File: src/edsp_pkg.sv
package edsp_pkg;
	// Register byte offsets on the control port
	localparam logic [15:0] OFS_POWER = 16'h0300;
	localparam logic [15:0] OFS_EXEC = 16'h040d;
	localparam logic [15:0] OFS_ENH_ENA = 16'h4005;
	localparam logic [15:0] OFS_ADC_CTL1 = 16'h0005;
	localparam logic [15:0] OFS_ADC_CTL2 = 16'h0006;
	localparam logic [15:0] OFS_STATUS = 16'h0310;
	// Field positions
	localparam int BIT_PROC_ON = 0;
	localparam int BIT_GO = 1;
	localparam int BIT_HALT = 2;
	localparam int BIT_REC_EQ = 0;
	localparam int BIT_PLAY_EQ = 1;
	localparam int BIT_BASS = 2;
	localparam int BIT_HPA = 3;
	localparam int BIT_HPB = 4;
	localparam int BIT_SURR = 5;
	localparam int BIT_HP_BYPASS = 0;
	localparam int BIT_HP_ORDER = 10;
	localparam int BIT_CUT_LO = 7;
	localparam int BIT_BAND_LO = 12;
	// Reset values
	localparam logic RST_PROC_ON = 1'b0;
	localparam logic [5:0] RST_ENH = 6'h00;
	localparam logic RST_BYPASS = 1'b0;
	localparam logic RST_ORDER = 1'b0;
	localparam logic [2:0] RST_CUT = 3'h0;
	localparam logic [1:0] RST_BAND = 2'h2;
endpackage

File: src/edsp_ctrl.sv
`timescale 1ns/1ps
// What this block does
// - Processor enable resets to zero; must stay set while any enhancement is on.
// - Writing one to exec bit 2 halts the enhancement processor.
// - Writing one to exec bit 1 starts the enhancement processor.
// - Record high-pass active by default; bypass bit disables it.
// - Hi-fi mode: first-order DC removal, 3.5Hz cutoff at 44.1kHz.
// - Application mode takes cutoff from three-bit field; host keeps below 300Hz.
// - Playback high-pass stays off unless a record EQ, playback EQ, bass boost or surround enable is set.
// - Order select: 0 first-order hi-fi, 1 second-order application.
module edsp_ctrl (
	// Clock and reset
	input wire logic clk_i,
	input wire logic reset_i,
	// Register port
	input wire logic [15:0] addr_i,
	input wire logic [15:0] wdata_i,
	input wire logic wr_i,
	input wire logic rd_i,
	output logic [15:0] rdata_o,
	// Processor control
	output logic proc_on_o,
	output logic proc_running_o,
	output logic halt_pulse_o,
	output logic go_pulse_o,
	// Enhancement enables as applied to the datapath
	output logic rec_eq_on_o,
	output logic play_eq_on_o,
	output logic bass_boost_on_o,
	output logic play_hp_a_on_o,
	output logic play_hp_b_on_o,
	output logic surround_on_o,
	// Record high-pass control
	output logic rec_hp_active_o,
	output logic rec_hp_second_order_o,
	output logic [2:0] rec_hp_cutoff_o,
	output logic [1:0] rec_hp_band_o
);

	typedef struct packed {
		logic [15:0] rdata;
		logic proc_on;
		logic running;
		logic halt;
		logic go;
		logic [5:0] enh;
		logic [5:0] enh_out;
		logic bypass;
		logic order;
		logic [2:0] cut;
		logic [1:0] band;
	} edsp_state_t;

	edsp_state_t state;
	edsp_state_t next_state;

	////////////////////////////////////////////////////////////////////////////////
	always_comb begin
		logic [5:0] e;
		logic others;
		e = 6'h00;
		others = 1'b0;
		next_state = state;
		next_state.halt = 1'b0;
		next_state.go = 1'b0;
		next_state.rdata = 16'h0000;
		if (wr_i) begin
			unique case (addr_i)
				edsp_pkg::OFS_POWER: begin
					next_state.proc_on = wdata_i[edsp_pkg::BIT_PROC_ON];
				end
				edsp_pkg::OFS_EXEC: begin
					next_state.halt = wdata_i[edsp_pkg::BIT_HALT];
					next_state.go = wdata_i[edsp_pkg::BIT_GO];
				end
				edsp_pkg::OFS_ENH_ENA: begin
					next_state.enh = wdata_i[5:0];
				end
				edsp_pkg::OFS_ADC_CTL1: begin
					next_state.bypass = wdata_i[edsp_pkg::BIT_HP_BYPASS];
				end
				edsp_pkg::OFS_ADC_CTL2: begin
					next_state.order = wdata_i[edsp_pkg::BIT_HP_ORDER];
					next_state.cut = wdata_i[edsp_pkg::BIT_CUT_LO +: 3];
					next_state.band = wdata_i[edsp_pkg::BIT_BAND_LO +: 2];
				end
				default: begin
				end
			endcase
		end
		// Halt wins over go if both are written together
		if (next_state.halt) begin
			next_state.running = 1'b0;
		end else if (next_state.go) begin
			next_state.running = 1'b1;
		end
		// Enhancements only reach the datapath while the processor is enabled
		e = next_state.enh & {6{next_state.proc_on}};
		others = e[edsp_pkg::BIT_REC_EQ] | e[edsp_pkg::BIT_PLAY_EQ] |
			e[edsp_pkg::BIT_BASS] | e[edsp_pkg::BIT_SURR];
		e[edsp_pkg::BIT_HPA] = e[edsp_pkg::BIT_HPA] & others;
		e[edsp_pkg::BIT_HPB] = e[edsp_pkg::BIT_HPB] & others;
		next_state.enh_out = e;
		if (rd_i) begin
			unique case (addr_i)
				edsp_pkg::OFS_POWER: begin
					next_state.rdata[edsp_pkg::BIT_PROC_ON] = state.proc_on;
				end
				edsp_pkg::OFS_ENH_ENA: begin
					next_state.rdata[5:0] = state.enh;
				end
				edsp_pkg::OFS_ADC_CTL1: begin
					next_state.rdata[edsp_pkg::BIT_HP_BYPASS] = state.bypass;
				end
				edsp_pkg::OFS_ADC_CTL2: begin
					next_state.rdata[edsp_pkg::BIT_HP_ORDER] = state.order;
					next_state.rdata[edsp_pkg::BIT_CUT_LO +: 3] = state.cut;
					next_state.rdata[edsp_pkg::BIT_BAND_LO +: 2] = state.band;
				end
				edsp_pkg::OFS_STATUS: begin
					next_state.rdata[0] = state.running;
					next_state.rdata[6:1] = state.enh_out;
				end
				default: begin
					// Exec register and unmapped addresses read zero
					next_state.rdata = 16'h0000;
				end
			endcase
		end
	end

	always_ff @(posedge clk_i or posedge reset_i) begin
		if (reset_i) begin
			state <= '0;
			state.proc_on <= edsp_pkg::RST_PROC_ON;
			state.enh <= edsp_pkg::RST_ENH;
			state.enh_out <= edsp_pkg::RST_ENH;
			state.bypass <= edsp_pkg::RST_BYPASS;
			state.order <= edsp_pkg::RST_ORDER;
			state.cut <= edsp_pkg::RST_CUT;
			state.band <= edsp_pkg::RST_BAND;
		end else begin
			state <= next_state;
		end
	end

	////////////////////////////////////////////////////////////////////////////////
	assign rdata_o = state.rdata;
	assign proc_on_o = state.proc_on;
	assign proc_running_o = state.running;
	assign halt_pulse_o = state.halt;
	assign go_pulse_o = state.go;
	assign rec_eq_on_o = state.enh_out[edsp_pkg::BIT_REC_EQ];
	assign play_eq_on_o = state.enh_out[edsp_pkg::BIT_PLAY_EQ];
	assign bass_boost_on_o = state.enh_out[edsp_pkg::BIT_BASS];
	assign play_hp_a_on_o = state.enh_out[edsp_pkg::BIT_HPA];
	assign play_hp_b_on_o = state.enh_out[edsp_pkg::BIT_HPB];
	assign surround_on_o = state.enh_out[edsp_pkg::BIT_SURR];
	assign rec_hp_active_o = ~state.bypass;
	// Order 0 is the fixed hi-fi DC-removal filter
	assign rec_hp_second_order_o = state.order;
	assign rec_hp_cutoff_o = state.cut;
	assign rec_hp_band_o = state.band;

endmodule // edsp_ctrl

File: config.mk
export PLATFORM = sky130hd
export DESIGN_NAME = edsp_ctrl
export DESIGN_NICKNAME = d
export VERILOG_FILES = /design/src/edsp_pkg.sv /design/src/edsp_ctrl.sv
export SDC_FILE = /design/constraint.sdc
export NUM_CORES = 1
export LEC_CHECK = 0
export BUFFER_PORTS_ARGS = -buffer_cell sky130_fd_sc_hd__buf_4
export CAP_MARGIN = 20
export CORE_ASPECT_RATIO = 1.25
export CORE_MARGIN = 2
export CORE_UTILIZATION = 49
export CTS_BUF_LIST = sky130_fd_sc_hd__clkbuf_4 sky130_fd_sc_hd__clkbuf_8
export CTS_CLUSTER_SIZE = 25
export DETAILED_ROUTE_END_ITERATION = 7
export PLACE_DENSITY = 0.81
export SLEW_MARGIN = 15
export SYNTH_ARGS = -nofsm -noshare
export SYNTH_HDL_FRONTEND = slang
export SYNTH_SLANG_ARGS = --single-unit
File: constraint.sdc
create_clock -name clk_i -period 1.7 [get_ports clk_i]
set_input_delay 0.17 -clock clk_i [delete_from_list [all_inputs] [get_ports clk_i]]
set_output_delay 0.17 -clock clk_i [all_outputs]
set_load 0.01 [all_outputs]
==> reports/metrics.sh, run 1 <==
SYNTHCELLS=151
HOLDCRITPATHCLASS='input pin to register'
TIMING.FINAL.SETUP_VIOLATIONS=0
NUMBER_OF_CLOCK_SINKS=36
WORST-R2R-SETUP-SLACK_NS=0.38
CRITPATHMAXSTAGEDELAY_NS=0.65
SYNTH.FF_LATCH_COUNT=36
DRIVE_ABOVE_1_SHARE_PCT=45.0
N_ANTENNA_CELL=0
WORSTREG2REGSTART='state[18]'
PRE_CTS_WS_NS=-0.0731
SEQ_AREA_UM2=902
CLK_PIN_SLEW_NS=0.06
REMAINING_DRC_ERRORS=0
ROUTE.FINAL.WIRE_LENGTH_UM=3740
TIMING.FINAL.HOLD_VIOLATIONS=0
PLACE_CONGESTION=0.882
STATUS='finished clean'
CLOCKBUFFERDEPTH=2
WORSTPATHMAXFANOUT=7
FINAL_PERIOD_MINUS_WORST_SETUP_SLACK_NS=1.48
WP_DATA_ARRIVAL_NS=1.66
CTS_RESIZED=0
DIE-AREA_UM2=3960
WORST_R2R_PATH_DEPTH=3
CTS_SETUP_BUFFERS=0
FILLER_CELL_COUNT=243
STARTPOINT='addr_i[5]'
KIND_OF_END_POINT_OF_THE_CRITICAL_PATH='register'
DESTINATION_OF_THE_WORST_REGISTER_TO_REGISTER_TIMING_PATH='play_hp_b_on_o'
RSZ_0062_RAISED_AFTER_GLOBAL_ROUTING='no'
MAXIMUM_NUMBER_OF_PINS_ON_ONE_NET_BEFORE_GLOBAL_ROUTE_REPAIR=37
CRIT_TYPE='input pin to register'
MULTI_INPUT_LOGIC_AREA_UM2=619
FIRST_PASS_GRT_WIRE_LENGTH_UM=6500
CRIT_PATH_CELL_TRACE='buf_4 -> nor4_4 -> nand2_2 -> or4_1 -> a22oi_1'
UTILIZATION_OF_THE_CORE_AFTER_ROUTING_PCT=68.8
DETAILROUTE.VIA_COUNT=1367
CORE_AREA_UM2=3250
CTS_TREE='yes'
FINAL_MAX_SLEW_VIOL_COUNT=0
SYNTHESIS.AREA_PER_INSTANCE_UM2=11.3
FIRST_GLOBAL_VIAS=1464
DESIGN_AREA_UM2=2240
WORST_PATH_REQUIRED_TIME_NS=1.88
GRT.TOTAL_USAGE_PCT=21.1
CLKLATENCYLATEPIN_NS=0.28
POSTROUTEANTENNANETS=0
POST_SYNTHESIS_INSTANCE_AREA_UM2=1700
CLOCKROOTBUFFER='clkbuf_8'
DIE_H_UM=69.8
IR_DROP_V=0.000597
FIN_CRIT_SH_PCT=87.1
ROUTEDWLPERCELL_UM=15.1
PORT-BUFFER-COUNT=61
MAXCAPVIOLCOUNT=0
DR.FIRST_ITER.DRC_COUNT=38
GRT_ANTENNA_BEFORE_REPAIR=0
YOSYS_WARNINGS=0
DP_WIRELENGTH_UM=2970
CP-START-KIND='input pin'
CRIT_PATH_TO='play_hp_b_on_o'
P_PER_AREA_nW_PER_UM2=720
DRT_PRE_ANTENNA_ITERS=4
HOLD_BUFFERS_POST_CTS=1
HOLD_PATH_DEPTH=2
SYNTH_SEQ_AREA_SHARE_PCT=53.1
SYNTH.LIB_CELLS_USED.DISTINCT=33
START_UTIL_PCT=52.3
FP.DIEW_UM=56.7
PLACEDINSTANCEAREA_UM2=2130
CRIT_CELLS=5
VIAS_PER_CELL=5.51
MAX_FREQ_MHz=675
CRITPATHSLOWESTCELL='or4_1'
FP-ROW-COUNT=23
TOTAL_GRT_OVERFLOW=0
P_LEAK_nW=1.15
H-TREE-DEPTH=2
FIN_WORST_SKEW_NS=0.00313
AREA_GROW_SYN2LAYOUT_PCT=31.7
NETS=246
IOPINCOUNT=69
CTS_MADE_BUFFERS=5
FIN_SETUP_TNS_NS=0
FIN_WS_NS=0.219
PATH_DELAY_FAMILY='simple AND/OR/NAND/NOR gates'
WORST-PATH-BUF-INV=1
report_power, final:
group	total [mW]	leakage, nW	internal (mW)	switching, mW
Sequential	0.857	0.494	0.857	0.000105
Combinational	0.122	0.603	0.0629	0.0593
Clock	0.632	0.0523	0.362	0.270
routing by layer:
layer / GRT usage, % / share of wire [%] / wire, um / vias up
li1: - / - / - / 635
met5: 0 / 0 / 0 / -
met2: 37.1 / 54 / 2030 / 64
met1: 23.4 / 36 / 1340 / 656
met3: 4.66 / 6.6 / 246 / 12
met4: 10.8 / 3.3 / 124 / 0
flip-flops by register name, summed over array words and instances, names as in the netlist, 2 cells and up:
register         count
rec_hp_band_o        2
rdata_o             13
state                7
rec_hp_cutoff_o      3
how the worst min path moves through the flow:
| stage | from | to | slack (ns) |
|---|---|---|---|
| final | wdata_i[2] | proc_running_o | 0.09 |
| after global routing | wdata_i[2] | proc_running_o | 0.08 |
| after CTS | wdata_i[2] | proc_running_o | 0.08 |
| after detailed placement | reset_i | rdata_o[2] | 0.30 |
| after global placement | reset_i | rdata_o[9] | 0.29 |
| after floorplan | wdata_i[2] | proc_running_o | 0.25 |
metrics by stage:
| step | instances | hold slack, ns | power (mW) |
|---|---|---|---|
| after floorplan | 153 | 0.255 | 0.912 |
| after global placement | 239 | 0.287 | 0.989 |
| after detailed placement | 239 | 0.302 | 0.994 |
| after CTS | 248 | 0.0784 | 1.63 |
| after global routing | 248 | 0.0786 | 1.68 |
| final | 248 | 0.0925 | 1.61 |
cell usage after synthesis:
master / count / area [um2]
a22oi_1: 6 / 45.0
o31ai_1: 1 / 7.51
or4_1: 4 / 30.0
nor3_1: 3 / 15.0
buf_1: 1 / 3.75
nor4_2: 1 / 12.5
o21a_1: 1 / 7.51
a2bb2oi_1: 1 / 8.76
or3_1: 1 / 6.26
mux2_2: 8 / 90.1
nand3_1: 8 / 40.0
clkbuf_1: 1 / 3.75
nor4_1: 2 / 12.5
nor3b_1: 2 / 15.0
buf_4: 21 / 158
and2_1: 8 / 50.1
a22o_1: 5 / 43.8
dfrtp_1: 35 / 876
inv_1: 4 / 15.0
nor2b_1: 1 / 6.26
nand2_1: 9 / 33.8
conb_1: 1 / 3.75
o21ai_0: 4 / 20.0
and4_2: 1 / 10.0
nor2_1: 6 / 22.5
nand4_1: 5 / 31.3
o211ai_1: 2 / 15.0
buf_2: 1 / 5.00
nand2_2: 1 / 6.26
mux2i_1: 3 / 30.0
and3_1: 1 / 6.26
nor4_4: 2 / 42.5
dfstp_2: 1 / 26.3
layout by cell type (no fill, tap or decap), types with 2 or more instances in the layout:
master,Yosys,final
a22o_1,5,5
a22oi_1,6,6
and2_1,8,8
buf_4,21,73
clkbuf_4,0,2
clkbuf_8,0,6
conb_1,1,3
dfrtp_1,35,35
inv_1,4,4
mux2_2,8,8
mux2i_1,3,3
nand2_1,9,9
nand3_1,8,8
nand4_1,5,5
nor2_1,6,6
nor3_1,3,3
nor3b_1,2,2
nor4_1,2,2
nor4_4,2,2
o211ai_1,2,2
o21ai_0,4,4
or4_1,4,4
final cells by class:
cell class	count	area share, %
repair buffers	74	24.9
clock buffers	8	4.36
inverters	4	0.671
flip-flops and latches	36	40.3
well taps	37	2.07
multi-input cells	89	27.7
logic make-up (layout without fill, tap and decap cells):
kind of cell    after synthesis  count (layout)  synth area share (%)
flops                        36              36                  53.1
other cells                   1               3                 0.221
compound gates               20              20                  8.69
simple gates                 55              55                  20.0
mux                          11              11                  7.07
buf+inv                      28              86                  10.9
No activity file was read; power rests on OpenSTA's default activity.
==> inputs of run 2 (changes only) <==
--- a/config.mk
+++ b/config.mk
@@ -8,11 +8,12 @@
 export BUFFER_PORTS_ARGS = -buffer_cell sky130_fd_sc_hd__buf_4
 export CAP_MARGIN = 20
 export CORE_ASPECT_RATIO = 1.25
-export CORE_MARGIN = 2
+export CORE_MARGIN = 1
 export CORE_UTILIZATION = 49
 export CTS_BUF_LIST = sky130_fd_sc_hd__clkbuf_4 sky130_fd_sc_hd__clkbuf_8
 export CTS_CLUSTER_SIZE = 25
 export DETAILED_ROUTE_END_ITERATION = 7
+export MAX_ROUTING_LAYER = met4
 export PLACE_DENSITY = 0.81
 export SLEW_MARGIN = 15
 export SYNTH_ARGS = -nofsm -noshare
==> reports/metrics.sh, run 2 (synthesis results as in run 1) <==
MAXIMUM_NUMBER_OF_PINS_ON_ONE_NET_BEFORE_GLOBAL_ROUTE_REPAIR=22
P_PER_AREA_nW_PER_UM2=758
CTS_SETUP_BUFFERS=0
CRIT_TYPE='input pin to register'
GRT.TOTAL_USAGE_PCT=23.3
SEQ_AREA_UM2=902
WORST_PIN_SLEW_NS=0.623
CLOCKROOTBUFFER='clkbuf_8'
LARGEST_REGISTER_FFS=13
CORE_AREA_UM2=3250
IOPINCOUNT=69
VIAS_PER_CELL=5.56
TOTAL_GRT_OVERFLOW=0
DP_WIRELENGTH_UM=3020
POWER.INTERNAL_mW=1.37
RELSLEWSLACK_PCT=58.4
CLOCKBUFFERDEPTH=2
SWSHARE_PCT=20.2
WP_DATA_ARRIVAL_NS=1.70
DIE-AREA_UM2=3710
MOSTFREQUENTLAYOUTCELL='buf_4'
COMBINATIONALPOWERSHARE_PCT=7.4
STATUS='finished clean'
NETS=247
FILLER_CELL_COUNT=231
SWITCHING_POWER_mW=0.348
MAX_FREQ_MHz=656
MAXCAPVIOLCOUNT=0
WORSTPATHMAXFANOUT=7
POSTROUTEANTENNANETS=0
FIRST_GLOBAL_VIAS=1364
FIN_WORST_HOLD_SLACK_NS=0.0913
DRT_PRE_ANTENNA_ITERS=7
FP-ROW-COUNT=23
CLK_PIN_SLEW_NS=0.07
GRT_ANTENNA_BEFORE_REPAIR=0
TIMING.FINAL.HOLD_VIOLATIONS=0
START_UTIL_PCT=52.3
NUMBER_OF_CLOCK_SINKS=36
DIE_H_UM=67.8
MULTI_INPUT_LOGIC_AREA_UM2=619
CP-START-KIND='input pin'
FINAL_MAX_SLEW_VIOL_COUNT=0
CLKLATENCYLATEPIN_NS=0.28
PORT-BUFFER-COUNT=61
AREA_GROW_SYN2LAYOUT_PCT=33.7
DETAILROUTE.VIA_COUNT=1384
POWER.SEQUENTIAL.FRACTION_PCT=49.7
PLACE_CONGESTION=0.891
IR_DROP_V=0.000533
DRIVE_ABOVE_1_SHARE_PCT=45.3
TIMING.FINAL.SETUP_VIOLATIONS=0
CTS_MADE_BUFFERS=5
FIN_CRIT_SH_PCT=89.7
N_ANTENNA_CELL=0
FINAL_PERIOD_MINUS_WORST_SETUP_SLACK_NS=1.53
POWER_FRAC_CLOCK_PCT=42.9
DESIGN_AREA_UM2=2270
REMAINING_DRC_ERRORS=0
FIN_WORST_SKEW_NS=0.00628
ROUTE.FINAL.WIRE_LENGTH_UM=3750
PLACEDINSTANCEAREA_UM2=2150
H-TREE-DEPTH=2
ROUTEDWLPERCELL_UM=15.0
DR.FIRST_ITER.DRC_COUNT=23
FIN_SETUP_TNS_NS=0
PRE_CTS_WS_NS=-0.0600
KIND_OF_END_POINT_OF_THE_CRITICAL_PATH='register'
FIN_WS_NS=0.175
FIRST_PASS_GRT_WIRE_LENGTH_UM=5920
WORST_PATH_REQUIRED_TIME_NS=1.88
CTS_TREE='yes'
FP.DIEW_UM=54.7
P_LEAK_nW=1.17
HOLDCRITPATHCLASS='input pin to register'
FINAL_CELL_MIX='buf_4, dfrtp_1, nand2_1'
RSZ_0062_RAISED_AFTER_GLOBAL_ROUTING='no'
[run 2: critical path, cell delays in order]
cell and delay [ns]:
buf_4 0.12, nor4_4 0.37, nand2_2 0.10, or4_1 0.66, a22oi_1 0.28
[run 2: cell type report]
| class | instances | area share [%] |
|---|---|---|
| clock buffers | 6 | 3.36 |
| clock inverters | 2 | 1.54 |
| inverters | 4 | 0.661 |
| multi-input cells | 89 | 27.3 |
| flip-flops and latches | 36 | 39.7 |
| well taps | 37 | 2.04 |
| repair buffers | 75 | 25.4 |
[run 2: timing repair]
item,CTS,global route
hold endpoints to repair,14,0
hold buffers,1,0
resized for setup,0,0
[run 2: power groups by stage]
stage / sequential (mW) / clock, mW / combinational [mW]
6_report: 0.857 / 0.738 / 0.128
2_1_floorplan: 0.873 / 0 / 0.0392
3_3_place_gp: 0.873 / 0 / 0.121
4_1_cts: 0.857 / 0.740 / 0.129
3_5_place_dp: 0.873 / 0 / 0.127
5_1_grt: 0.856 / 0.782 / 0.140
[run 2: routing by layer]
| metal | vias up | routed length [um] | track usage (%) |
|---|---|---|---|
| li1 | 638 | - | - |
| met1 | 675 | 1340 | 25.2 |
| met2 | 62 | 2090 | 40.7 |
| met3 | 9 | 221 | 4.22 |
| met4 | 0 | 91 | 9.94 |
| met5 | - | 0 | - |
[run 2: path summary, 6_finish.rpt]
check / start / end / slack, ns / cells after the start
min reg2reg: play_eq_on_o / rdata_o[2] / 0.51 / 1
min: wdata_i[2] / proc_running_o / 0.09 / 2
max reg2reg: state[18] / play_hp_a_on_o / 0.41 / 3
min in group asynchronous: reset_i / rdata_o[9] / 0.52 / 3
max: addr_i[5] / rec_eq_on_o / 0.17 / 5
max in group asynchronous: reset_i / play_hp_b_on_o / 0.65 / 4
[run 2: through the flow]
step / util [%] / std cells / power (mW)
after floorplan: - / 153 / 0.912
after global placement: 66.1 / 240 / 0.994
after detailed placement: 66.1 / 240 / 1.00
after CTS: 69.9 / 249 / 1.73
after global routing: 69.9 / 249 / 1.78
final: 69.9 / 249 / 1.72
